<file path="config.mk">
export PLATFORM = sky130hd
export DESIGN_NAME = pdio_ctrl
export DESIGN_NICKNAME = d
export VERILOG_FILES = /design/src/verilog/pdio_pkg.sv /design/src/verilog/pdio_tick.sv /design/src/verilog/pdio_in_filter.sv /design/src/verilog/pdio_ctrl.sv
export SDC_FILE = /design/constraint.sdc
export NUM_CORES = 1
export LEC_CHECK = 0
export CAP_MARGIN = 5
export CORE_MARGIN = 2
export CORE_UTILIZATION = 30
export DETAILED_ROUTE_END_ITERATION = 8
export DONT_BUFFER_PORTS = 1
export MAX_ROUTING_LAYER = met4
export PLACE_DENSITY_LB_ADDON = 0.1
export SYNTH_ARGS = -nofsm -noshare
export SYNTH_HDL_FRONTEND = slang
export SYNTH_SLANG_ARGS = --single-unit
</file>
<file path="constraint.sdc">
create_clock -name CLK_SYS -period 8.44 [get_ports CLK_SYS]
set_clock_uncertainty 0.1 [all_clocks]
set_input_delay 0.844 -clock CLK_SYS [delete_from_list [all_inputs] [get_ports CLK_SYS]]
set_output_delay 0.844 -clock CLK_SYS [all_outputs]
set_load 0.1 [all_outputs]
</file>
<file path="src/verilog/pdio_pkg.sv">
// Purpose: Shared constants and types of the discrete PLC handshake block
// Assumes: CLK_SYS at 125 MHz, time base of one millisecond tick
// Notes:   Register offsets are byte addresses on the plain register port
package pdio_pkg;

	localparam int unsigned CLK_FREQ_HZ      = 125_000_000;
	localparam int unsigned TICK_TIME_US     = 1000;
	localparam int unsigned TICK_CYCLES      =
		(CLK_FREQ_HZ / 1_000_000) * TICK_TIME_US;
	// Debounce measured in ms ticks; long enough for relay contacts
	localparam int unsigned DEBOUNCE_TIME_MS = 10;
	localparam int unsigned DEBOUNCE_TICKS   =
		(DEBOUNCE_TIME_MS * 1000) / TICK_TIME_US;
	// Recommended run/stop pulse width, informative only
	localparam int unsigned RUN_PULSE_TIME_MS = 500;

	localparam int unsigned ADDR_W = 5;
	localparam logic [4:0] ADDR_CTRL    = 5'h00;
	localparam logic [4:0] ADDR_CONFIG  = 5'h04;
	localparam logic [4:0] ADDR_ACT_MAP = 5'h08;
	localparam logic [4:0] ADDR_TARGET  = 5'h0c;
	localparam logic [4:0] ADDR_PULSE   = 5'h10;
	localparam logic [4:0] ADDR_STATUS  = 5'h14;
	localparam logic [4:0] ADDR_COUNT   = 5'h18;

	// CTRL fields
	localparam int unsigned CTRL_BOOT_BIT  = 0;
	localparam int unsigned CTRL_WARN_BIT  = 1;
	localparam int unsigned CTRL_CLEAR_BIT = 2;
	// CONFIG fields
	localparam int unsigned CFG_WARN_BIT   = 0;
	localparam int unsigned CFG_BUF2_BIT   = 1;
	localparam int unsigned CFG_EXTS_BIT   = 2;
	localparam int unsigned CFG_FAULT_BIT  = 3;
	localparam int unsigned CFG_COUNT_BIT  = 4;

	localparam logic [4:0]  CONFIG_RESET   = 5'h00;
	// Good -> actuator 3, defective -> 2, surplus -> 1 (indices 2,1,0)
	localparam logic [5:0]  ACT_MAP_RESET  = 6'h06;
	localparam logic [15:0] TARGET_RESET   = 16'h0000;
	localparam logic [7:0]  PULSE_RESET    = 8'h14;

	typedef enum logic [1:0] {
		ST_STOP  = 2'b00,
		ST_RUN   = 2'b01,
		ST_ERROR = 2'b10
	} pdio_run_state_type;

	typedef enum logic [1:0] {
		CLS_GOOD    = 2'b00,
		CLS_DEFECT  = 2'b01,
		CLS_SURPLUS = 2'b10
	} pdio_class_type;

endpackage

</file>
<file path="src/verilog/pdio_tick.sv">
// Purpose: Divider making a one-cycle millisecond enable
// Assumes: Single clock domain
// Notes:   CYCLES is a parameter so simulation can shorten it
`timescale 1ns/100ps
module pdio_tick
	import pdio_pkg::*;
#(
	parameter int unsigned CYCLES = TICK_CYCLES
)
(
	input  wire logic clk,
	input  wire logic arst_n,
	output logic      tick
);

	typedef struct packed {
		logic [31:0] cnt;
		logic        tick;
	} pdio_tick_state_type;

	pdio_tick_state_type st_r;
	pdio_tick_state_type st_nxt;

	always_comb
	begin
		st_nxt      = st_r;
		st_nxt.tick = 1'b0;
		if (st_r.cnt >= 32'(CYCLES - 1))
		begin
			st_nxt.cnt  = 32'h0000_0000;
			st_nxt.tick = 1'b1;
		end
		else
			st_nxt.cnt = st_r.cnt + 32'h0000_0001;
	end

	always_ff @(posedge clk or negedge arst_n)
		if (!arst_n)
			st_r <= '0;
		else
			st_r <= st_nxt;

	assign tick = st_r.tick;

endmodule // pdio_tick

</file>
<file path="src/verilog/pdio_in_filter.sv">
// Purpose: Three-stage synchroniser and tick-based debounce per input
// Assumes: tick is a one-cycle enable on the same clock
// Notes:   Output changes after input is stable for DEB_TICKS ticks
`timescale 1ns/100ps
module pdio_in_filter
	import pdio_pkg::*;
#(
	parameter int unsigned W         = 1,
	parameter int unsigned DEB_TICKS = DEBOUNCE_TICKS
)
(
	input  wire logic         clk,
	input  wire logic         arst_n,
	input  wire logic         tick,
	input  wire logic [W-1:0] raw,
	output logic      [W-1:0] clean
);

	typedef struct packed {
		logic [W-1:0]       s1;
		logic [W-1:0]       s2;
		logic [W-1:0]       s3;
		logic [W-1:0][7:0]  cnt;
		logic [W-1:0]       clean;
	} pdio_filt_state_type;

	pdio_filt_state_type st_r;
	pdio_filt_state_type st_nxt;

	always_comb
	begin
		st_nxt    = st_r;
		st_nxt.s1 = raw;
		st_nxt.s2 = st_r.s1;
		st_nxt.s3 = st_r.s2;
		for (int i = 0; i < W; i++)
		begin
			// Only second and third stage are compared; first stays private
			if (st_r.s2[i] != st_r.s3[i] || st_r.s3[i] == st_r.clean[i])
				st_nxt.cnt[i] = 8'h00;
			else if (st_r.cnt[i] >= 8'(DEB_TICKS))
			begin
				st_nxt.clean[i] = st_r.s3[i];
				st_nxt.cnt[i]   = 8'h00;
			end
			else if (tick)
				st_nxt.cnt[i] = st_r.cnt[i] + 8'h01;
		end
	end

	always_ff @(posedge clk or negedge arst_n)
		if (!arst_n)
			st_r <= '0;
		else
			st_r <= st_nxt;

	assign clean = st_r.clean;

endmodule // pdio_in_filter

</file>
<file path="src/verilog/pdio_ctrl.sv">
// Purpose: Run/stop handshake, part sorting, feeder and fault outputs
// Assumes: Pins are asynchronous; part events come from the same clock
// Notes:   Configuration and status live on a plain register port
`timescale 1ns/100ps
module pdio_ctrl
	import pdio_pkg::*;
#(
	parameter int unsigned TICK_CYC  = TICK_CYCLES,
	parameter int unsigned DEB_TICKS = DEBOUNCE_TICKS,
	parameter int unsigned CNT_W     = 16
)
(
	input  wire logic        CLK_SYS,
	input  wire logic        ARST_N,
	input  wire logic [4:0]  ADDR,
	input  wire logic [31:0] WDATA,
	input  wire logic        WR,
	input  wire logic        RD,
	output logic      [31:0] RDATA,
	input  wire logic        RUN_STOP_IN,
	input  wire logic        PANEL_BUTTON,
	input  wire logic [3:0]  PROG_SEL,
	input  wire logic        PANEL_LOCK,
	input  wire logic        BUF1_SENSOR,
	input  wire logic        EXT_FAULT,
	input  wire logic        COUNT_RESTART,
	input  wire logic        PART_VALID,
	input  wire logic [1:0]  PART_CLASS,
	output logic             BOOT_DONE,
	output logic             RUN_STATUS,
	output logic      [3:0]  PROG_ACTIVE,
	output logic      [2:0]  ACTUATOR,
	output logic             ACT4_TARGET,
	output logic             FEEDER_ON,
	output logic             FAULT_ERROR,
	output logic             FAULT_WARN
);

	localparam int unsigned NIN = 10;

	typedef struct packed {
		pdio_run_state_type run_state;
		logic               boot;
		logic               warn_req;
		logic [4:0]         cfg;
		logic [5:0]         act_map;
		logic [CNT_W-1:0]   target;
		logic [7:0]         pulse;
		logic [CNT_W-1:0]   count;
		logic               target_hit;
		logic               feeder;
		logic [3:0]         prog;
		logic [3:0][7:0]    act_cnt;
		logic [3:0]         act;
		logic               rs_prev;
		logic               btn_prev;
		logic               rst_prev;
		logic [31:0]        rdata;
		logic               run_o;
		logic               act4_o;
		logic               err_o;
		logic               warn_o;
	} pdio_ctrl_state_type;

	pdio_ctrl_state_type st_r;
	pdio_ctrl_state_type st_nxt;

	logic           tick;
	logic [NIN-1:0] pins_raw;
	logic [NIN-1:0] pins;
	logic           rs_f;
	logic           btn_f;
	logic [3:0]     sel_f;
	logic           lock_f;
	logic           buf1_f;
	logic           fault_f;
	logic           restart_f;

	// Actuator index for a part class from the allocation map
	function automatic logic [1:0] act_index(input logic [5:0] map,
		input pdio_class_type cls);
		logic [1:0] idx;
		idx = 2'h0;
		unique case (cls)
			CLS_GOOD:    idx = map[1:0];
			CLS_DEFECT:  idx = map[3:2];
			CLS_SURPLUS: idx = map[5:4];
			default:     idx = map[3:2];
		endcase
		return idx;
	endfunction

	pdio_tick #(
		.CYCLES (TICK_CYC)
	) u_tick (
		.clk    (CLK_SYS),
		.arst_n (ARST_N),
		.tick   (tick)
	);

	assign pins_raw = {RUN_STOP_IN, PANEL_BUTTON, PROG_SEL, PANEL_LOCK,
		BUF1_SENSOR, EXT_FAULT, COUNT_RESTART};

	pdio_in_filter #(
		.W         (NIN),
		.DEB_TICKS (DEB_TICKS)
	) u_filter (
		.clk    (CLK_SYS),
		.arst_n (ARST_N),
		.tick   (tick),
		.raw    (pins_raw),
		.clean  (pins)
	);

	assign rs_f      = pins[9];
	assign btn_f     = pins[8];
	assign sel_f     = pins[7:4];
	assign lock_f    = pins[3];
	assign buf1_f    = pins[2];
	assign fault_f   = pins[1];
	assign restart_f = pins[0];

	always_comb
	begin
		logic           toggle;
		logic           fault_act;
		logic           count_on;
		logic           buf2_on;
		logic           exts_on;
		logic           err_clear;
		logic           restart;
		logic [3:0]     code;
		pdio_class_type cls;
		logic [1:0]     idx;
		logic [4:0]     cfg_w;

		toggle    = 1'b0;
		fault_act = 1'b0;
		count_on  = 1'b0;
		buf2_on   = 1'b0;
		exts_on   = 1'b0;
		err_clear = 1'b0;
		restart   = 1'b0;
		code      = 4'h0;
		cls       = CLS_DEFECT;
		idx       = 2'h0;
		cfg_w     = 5'h00;

		st_nxt          = st_r;
		st_nxt.rdata    = 32'h0000_0000;
		st_nxt.rs_prev  = rs_f;
		st_nxt.btn_prev = btn_f;
		st_nxt.rst_prev = restart_f;

		count_on  = st_r.cfg[CFG_COUNT_BIT];
		buf2_on   = st_r.cfg[CFG_BUF2_BIT];
		exts_on   = st_r.cfg[CFG_EXTS_BIT];
		// Trailing edge marks a complete pulse
		toggle    = (st_r.rs_prev & ~rs_f) |
			(st_r.btn_prev & ~btn_f & ~lock_f);
		fault_act = st_r.cfg[CFG_FAULT_BIT] & fault_f;
		restart   = ~st_r.rst_prev & restart_f;

		// Shared pins are masked out of the select code when reused
		code      = sel_f;
		if (buf2_on)
			code[2] = 1'b0;
		if (exts_on)
			code[3] = 1'b0;

		// Register writes
		if (WR)
		begin
			unique case (ADDR)
				ADDR_CTRL:
				begin
					st_nxt.boot     = WDATA[CTRL_BOOT_BIT];
					st_nxt.warn_req = WDATA[CTRL_WARN_BIT];
					err_clear       = WDATA[CTRL_CLEAR_BIT];
				end
				ADDR_CONFIG:
				begin
					cfg_w = WDATA[4:0];
					// External sensor takes precedence over counting
					if (cfg_w[CFG_EXTS_BIT])
						cfg_w[CFG_COUNT_BIT] = 1'b0;
					st_nxt.cfg = cfg_w;
				end
				ADDR_ACT_MAP: st_nxt.act_map = WDATA[5:0];
				ADDR_TARGET:  st_nxt.target  = WDATA[CNT_W-1:0];
				ADDR_PULSE:   st_nxt.pulse   = WDATA[7:0];
				default:      ;
			endcase
		end

		// Run state; a fault present in the clear cycle keeps the error
		unique case (st_r.run_state)
			ST_STOP:
				if (fault_act)
					st_nxt.run_state = ST_ERROR;
				else if (toggle && st_r.boot)
				begin
					st_nxt.run_state = ST_RUN;
					st_nxt.prog      = code;
				end
			ST_RUN:
				if (fault_act)
					st_nxt.run_state = ST_ERROR;
				else if (toggle)
					st_nxt.run_state = ST_STOP;
			ST_ERROR:
				if (err_clear && !fault_act)
					st_nxt.run_state = ST_STOP;
			default:
				st_nxt.run_state = ST_STOP;
		endcase

		// Count and target flag clear on leaving run, on disabling counting or on a restart edge
		if (st_r.run_state != ST_RUN || !count_on || restart)
		begin
			st_nxt.count      = '0;
			st_nxt.target_hit = 1'b0;
		end
		else if (PART_VALID)
		begin
			cls = pdio_class_type'(PART_CLASS);
			if (cls == CLS_GOOD && st_r.target_hit)
				cls = CLS_SURPLUS;
		end

		// Part sorting while running
		if (st_r.run_state == ST_RUN && PART_VALID)
		begin
			if (!(count_on && !restart))
				cls = pdio_class_type'(PART_CLASS);
			// Downstream check only touches parts already judged good
			if (exts_on && cls == CLS_GOOD && !sel_f[3])
				cls = CLS_DEFECT;
			if (count_on && !restart && cls == CLS_GOOD)
			begin
				st_nxt.count = st_r.count + 1'b1;
				if (st_r.count + 1'b1 >= st_r.target)
					st_nxt.target_hit = 1'b1;
			end
			idx = act_index(st_r.act_map, cls);
			st_nxt.act_cnt[idx] = st_r.pulse;
		end

		for (int i = 0; i < 4; i++)
		begin
			if (tick && st_r.act_cnt[i] != 8'h00 &&
				st_nxt.act_cnt[i] == st_r.act_cnt[i])
				st_nxt.act_cnt[i] = st_r.act_cnt[i] - 8'h01;
			st_nxt.act[i] = st_nxt.act_cnt[i] != 8'h00;
		end

		// Feeder runs only while the unit runs
		if (st_nxt.run_state != ST_RUN)
			st_nxt.feeder = 1'b0;
		else if (buf2_on)
		begin
			// Start on low level empty, stop on high level full
			if (!buf1_f)
				st_nxt.feeder = 1'b1;
			else if (sel_f[2])
				st_nxt.feeder = 1'b0;
		end
		else
			st_nxt.feeder = ~buf1_f;
		// Pins come straight from flops; shared pin shows target when counting
		st_nxt.run_o  = st_nxt.run_state == ST_RUN;
		st_nxt.act4_o = st_nxt.cfg[CFG_COUNT_BIT] ? st_nxt.target_hit :
			st_nxt.act[3];
		st_nxt.err_o  = st_nxt.run_state == ST_ERROR;
		st_nxt.warn_o = st_nxt.cfg[CFG_WARN_BIT] & st_nxt.warn_req;

		// Register reads, data in the following cycle
		if (RD)
		begin
			unique case (ADDR)
				ADDR_CTRL:    st_nxt.rdata = {29'h0, 1'b0,
					st_r.warn_req, st_r.boot};
				ADDR_CONFIG:  st_nxt.rdata = {27'h0, st_r.cfg};
				ADDR_ACT_MAP: st_nxt.rdata = {26'h0, st_r.act_map};
				ADDR_TARGET:  st_nxt.rdata = 32'(st_r.target);
				ADDR_PULSE:   st_nxt.rdata = {24'h0, st_r.pulse};
				ADDR_STATUS:  st_nxt.rdata = {16'h0, sel_f, st_r.prog,
					1'b0, fault_f, buf1_f, st_r.feeder,
					st_r.target_hit, st_r.run_state, st_r.boot};
				ADDR_COUNT:   st_nxt.rdata = 32'(st_r.count);
				default:      st_nxt.rdata = 32'h0000_0000;
			endcase
		end
	end

	always_ff @(posedge CLK_SYS or negedge ARST_N)
		if (!ARST_N)
		begin
			st_r           <= '0;
			st_r.run_state <= ST_STOP;
			st_r.cfg       <= CONFIG_RESET;
			st_r.act_map   <= ACT_MAP_RESET;
			st_r.target    <= CNT_W'(TARGET_RESET);
			st_r.pulse     <= PULSE_RESET;
		end
		else
			st_r <= st_nxt;

	assign RDATA       = st_r.rdata;
	assign BOOT_DONE   = st_r.boot;
	assign RUN_STATUS  = st_r.run_o;
	assign PROG_ACTIVE = st_r.prog;
	assign ACTUATOR    = st_r.act[2:0];
	assign ACT4_TARGET = st_r.act4_o;
	assign FEEDER_ON   = st_r.feeder;
	assign FAULT_ERROR = st_r.err_o;
	assign FAULT_WARN  = st_r.warn_o;

endmodule // pdio_ctrl

</file>
==> results.cfg <==
[global_routing]
grt_start_max_net_pins = 269
gr-total-overflow = 0
grt_antenna_before_repair = 1
grt_util_all_layers = 0.154
first_global_vias = 9179
first_pass_grt_wire_length_um = 54300

[route]
dr.max_layer_used = met4
firstDrtPassIters = 6
drt-met1-wl_um = 15800
met3_length_um = 1780
detailroute.via_count = 9379
met2WireLength_um = 15200
routed_wl_um = 33800
drt.antenna.violating_nets = 0
route.detailed.wl_per_inst_um = 17.5
drc_errors = 0
first_iter_violations = 693
routed_via_density = 4.85

[worst_setup_path]
crit_path_start_kind = flop
rr_worst_depth = 15
worst_r2r_endpoint = ACT4_TARGET
cp.required_ns = 8.76
criticalPathCategory = reg -> reg
worstSetupEndpointType = flop
critical_path_peak_fanout = 7
cp.arrival_ns = 4.25
regToRegStartpoint = st_r[81]
regToRegSetupSlack_ns = 4.51

[floorplan]
dieArea_um2 = 46100
rows = 77
count_of_pins_on_the_block_boundary = 99
starting_density_of_the_core = 0.303
chipWidth_um = 215
chipHeight_um = 215
floorplan.core_area_um2 = 44000

[layout]
stdcell_area_um2 = 15100
flow.area_growth_from_synthesis_pct = 13.6
layout.filler_cells = 4478
drive_above_1_share = 0.108
num-nets-final = 1418

[synth]
postSynthCellCount = 1285
yosysWarningCount = 0
synth.cells.most_frequent = dfrtp_1 (268), nor2_1 (133), nand2_1 (116)
postSynthRegisterBits = 272
post-synth-top-area-fraction = 0.503
synthMostInstantiatedCell = dfrtp_1
netlist-cell-type-count = 87
predominant_post_synthesis_flop_cell = dfrtp_1
mappedNetlistArea_um2 = 13300
yosys.area.top_type = dfrtp_1
syn_area_per_cell_um2 = 10.4
synth_edf_count = 0
asyncSetResetFlopFracSynth = 1.00
synth.yosys.seq_area_share = 0.511
ys_top_cells_by_area = dfrtp_1 (50%), ha_1 (4.3%), nor2_1 (3.7%)

[placed_design]
placement.io_buffers = 0
detailedPlacementHpwl_um = 22000
gp_congestion = 0.802
placed_area_um2 = 13900

[clock_network]
clock_sink_count = 272
cts_max_path_buffers = 3
postCtsSetupBuffers = 0
cts.reportedPaths.clkPinSlew_ns = 0.06
htreeDepth = 2
clock_latency_ns = 0.54
clock-root-buffer = clkbuf_16
tritoncts = yes
cts-buffers-inserted = 35

[sta]
slew_viol_final = 0
tns_ns = 0
max_clock_freq_ghz = 0.254
relative_slew_margins = 0.220
finalSetupViolations = 0
fin_crit_ns = 3.93
worst_pin_slew_ns = 1.17
grt_setup_unrepaired = no
final_hold_viol_count = 0
fin_crit_sh = 0.466

[pwr]
vdd_drop_max_v = 0.000136
power_leakage_nw = 6.59
powerDensity_nw_per_um2 = 262

[job]
drv_cap = 0

[run_status]
outcome = completed

[worst_hold_path]
min-delay-path-class = in -> async
[state kept, by name, summed over array words and instances (netlist names)]
register / flops
u_tick.tick: 1
FEEDER_ON: 1
u_filter.clean: 10
u_filter.st_nxt: 20
FAULT_WARN: 1
PROG_ACTIVE: 4
BOOT_DONE: 1
ACTUATOR: 3
u_filter.st_r: 90
FAULT_ERROR: 1
RUN_STATUS: 1
ACT4_TARGET: 1
st_r: 90
u_tick.st_r: 32
RDATA: 16
[layout make-up]
class	instances	area (um^2)	area share
flip-flops and latches	272	6810	0.450
diodes	1	2.50	0.000165
clock buffers	47	981	0.0648
well taps	592	741	0.0489
multi-input cells	954	6130	0.405
clock inverters	13	180	0.0119
repair buffers	10	115	0.00761
inverters	45	169	0.0112
[critical path, cell delays in order (launching register included)]
cell and delay [ns]:
dfrtp_1 0.49, ha_1 0.28, nand3_1 0.20, nor2_1 0.25, and3_1 0.27, and3_1 0.32, nand3_1 0.13, xnor2_1 0.22
ha_1 0.28, a21o_1 0.19, a21oi_1 0.22, nand3_1 0.15, nor4_1 0.18, a21oi_1 0.12, a22o_1 0.22, o22a_1 0.21
[logic make-up (layout without fill, tap and decap cells)]
logic type,after synthesis,count (layout),share of synthesized area
and+or+nand+nor,458,458,0.171
DFF,272,272,0.511
AOI/OAI and AO/OA,238,238,0.124
buffers and inverters,129,115,0.0486
xor gates and xnor gates,95,95,0.0624
adders and majority gates,46,46,0.0432
muxes,46,46,0.0391
other,1,72,0.000281
[worst max path at each step]
stage,from,cells after the start,to,slack (ns)
after CTS,st_r[81],15,ACT4_TARGET,4.48
after global routing,st_r[81],15,ACT4_TARGET,4.18
after floorplan,st_r[81],16,ACT4_TARGET,5.06
final,st_r[81],15,ACT4_TARGET,4.51
after detailed placement,PART_VALID,9,ACTUATOR[2],4.34
after global placement,PART_VALID,9,ACTUATOR[2],4.36
[repair_timing]
item                                   4_1_cts  5_1_grt
resized for setup                            0        0
hold buffers                                 1        0
endpoints found under the hold margin      268        0
[power by group]
part | internal, mW | leakage, nW | switching [mW]
logic | 0.293 | 2.62 | 0.335
clock network | 0.914 | 0.567 | 0.590
registers | 1.46 | 3.40 | 0.374
total | 2.67 | 6.59 | 1.30
[cells in the final DEF, fill, tap and decap left out, types with 27 or more instances in the layout]
| cell type | instances |
|---|---|
| a21oi_1 | 38 |
| nor2_1 | 133 |
| o21ai_0 | 69 |
| xnor2_1 | 41 |
| clkbuf_16 | 35 |
| mux2_2 | 38 |
| dfrtp_1 | 267 |
| nand3_1 | 33 |
| xor2_1 | 54 |
| nand2_1 | 116 |
| inv_1 | 45 |
| conb_1 | 71 |
| ha_1 | 46 |
| nor3_1 | 27 |
[layer usage]
layer	GRT usage	vias up
li1	-	4514
met2	0.229	190
met1	0.205	4615
met4	0.0569	0
met5	-	-
met3	0.0354	60
[through the flow]
step           utilization  setup slack, ns  power, mW  instances  hold slack, ns
2_1_floorplan            -             5.06       2.29       1355           0.231
3_3_place_gp         0.316             4.36       2.45       1871           0.237
3_5_place_dp         0.316             4.34       2.45       1871           0.235
4_1_cts              0.343             4.48       4.03       1932          0.0191
5_1_grt              0.344             4.18       4.19       1934          0.0219
6_report             0.344             4.51       3.96       1934          0.0483
(Power assumes the default switching activity.)
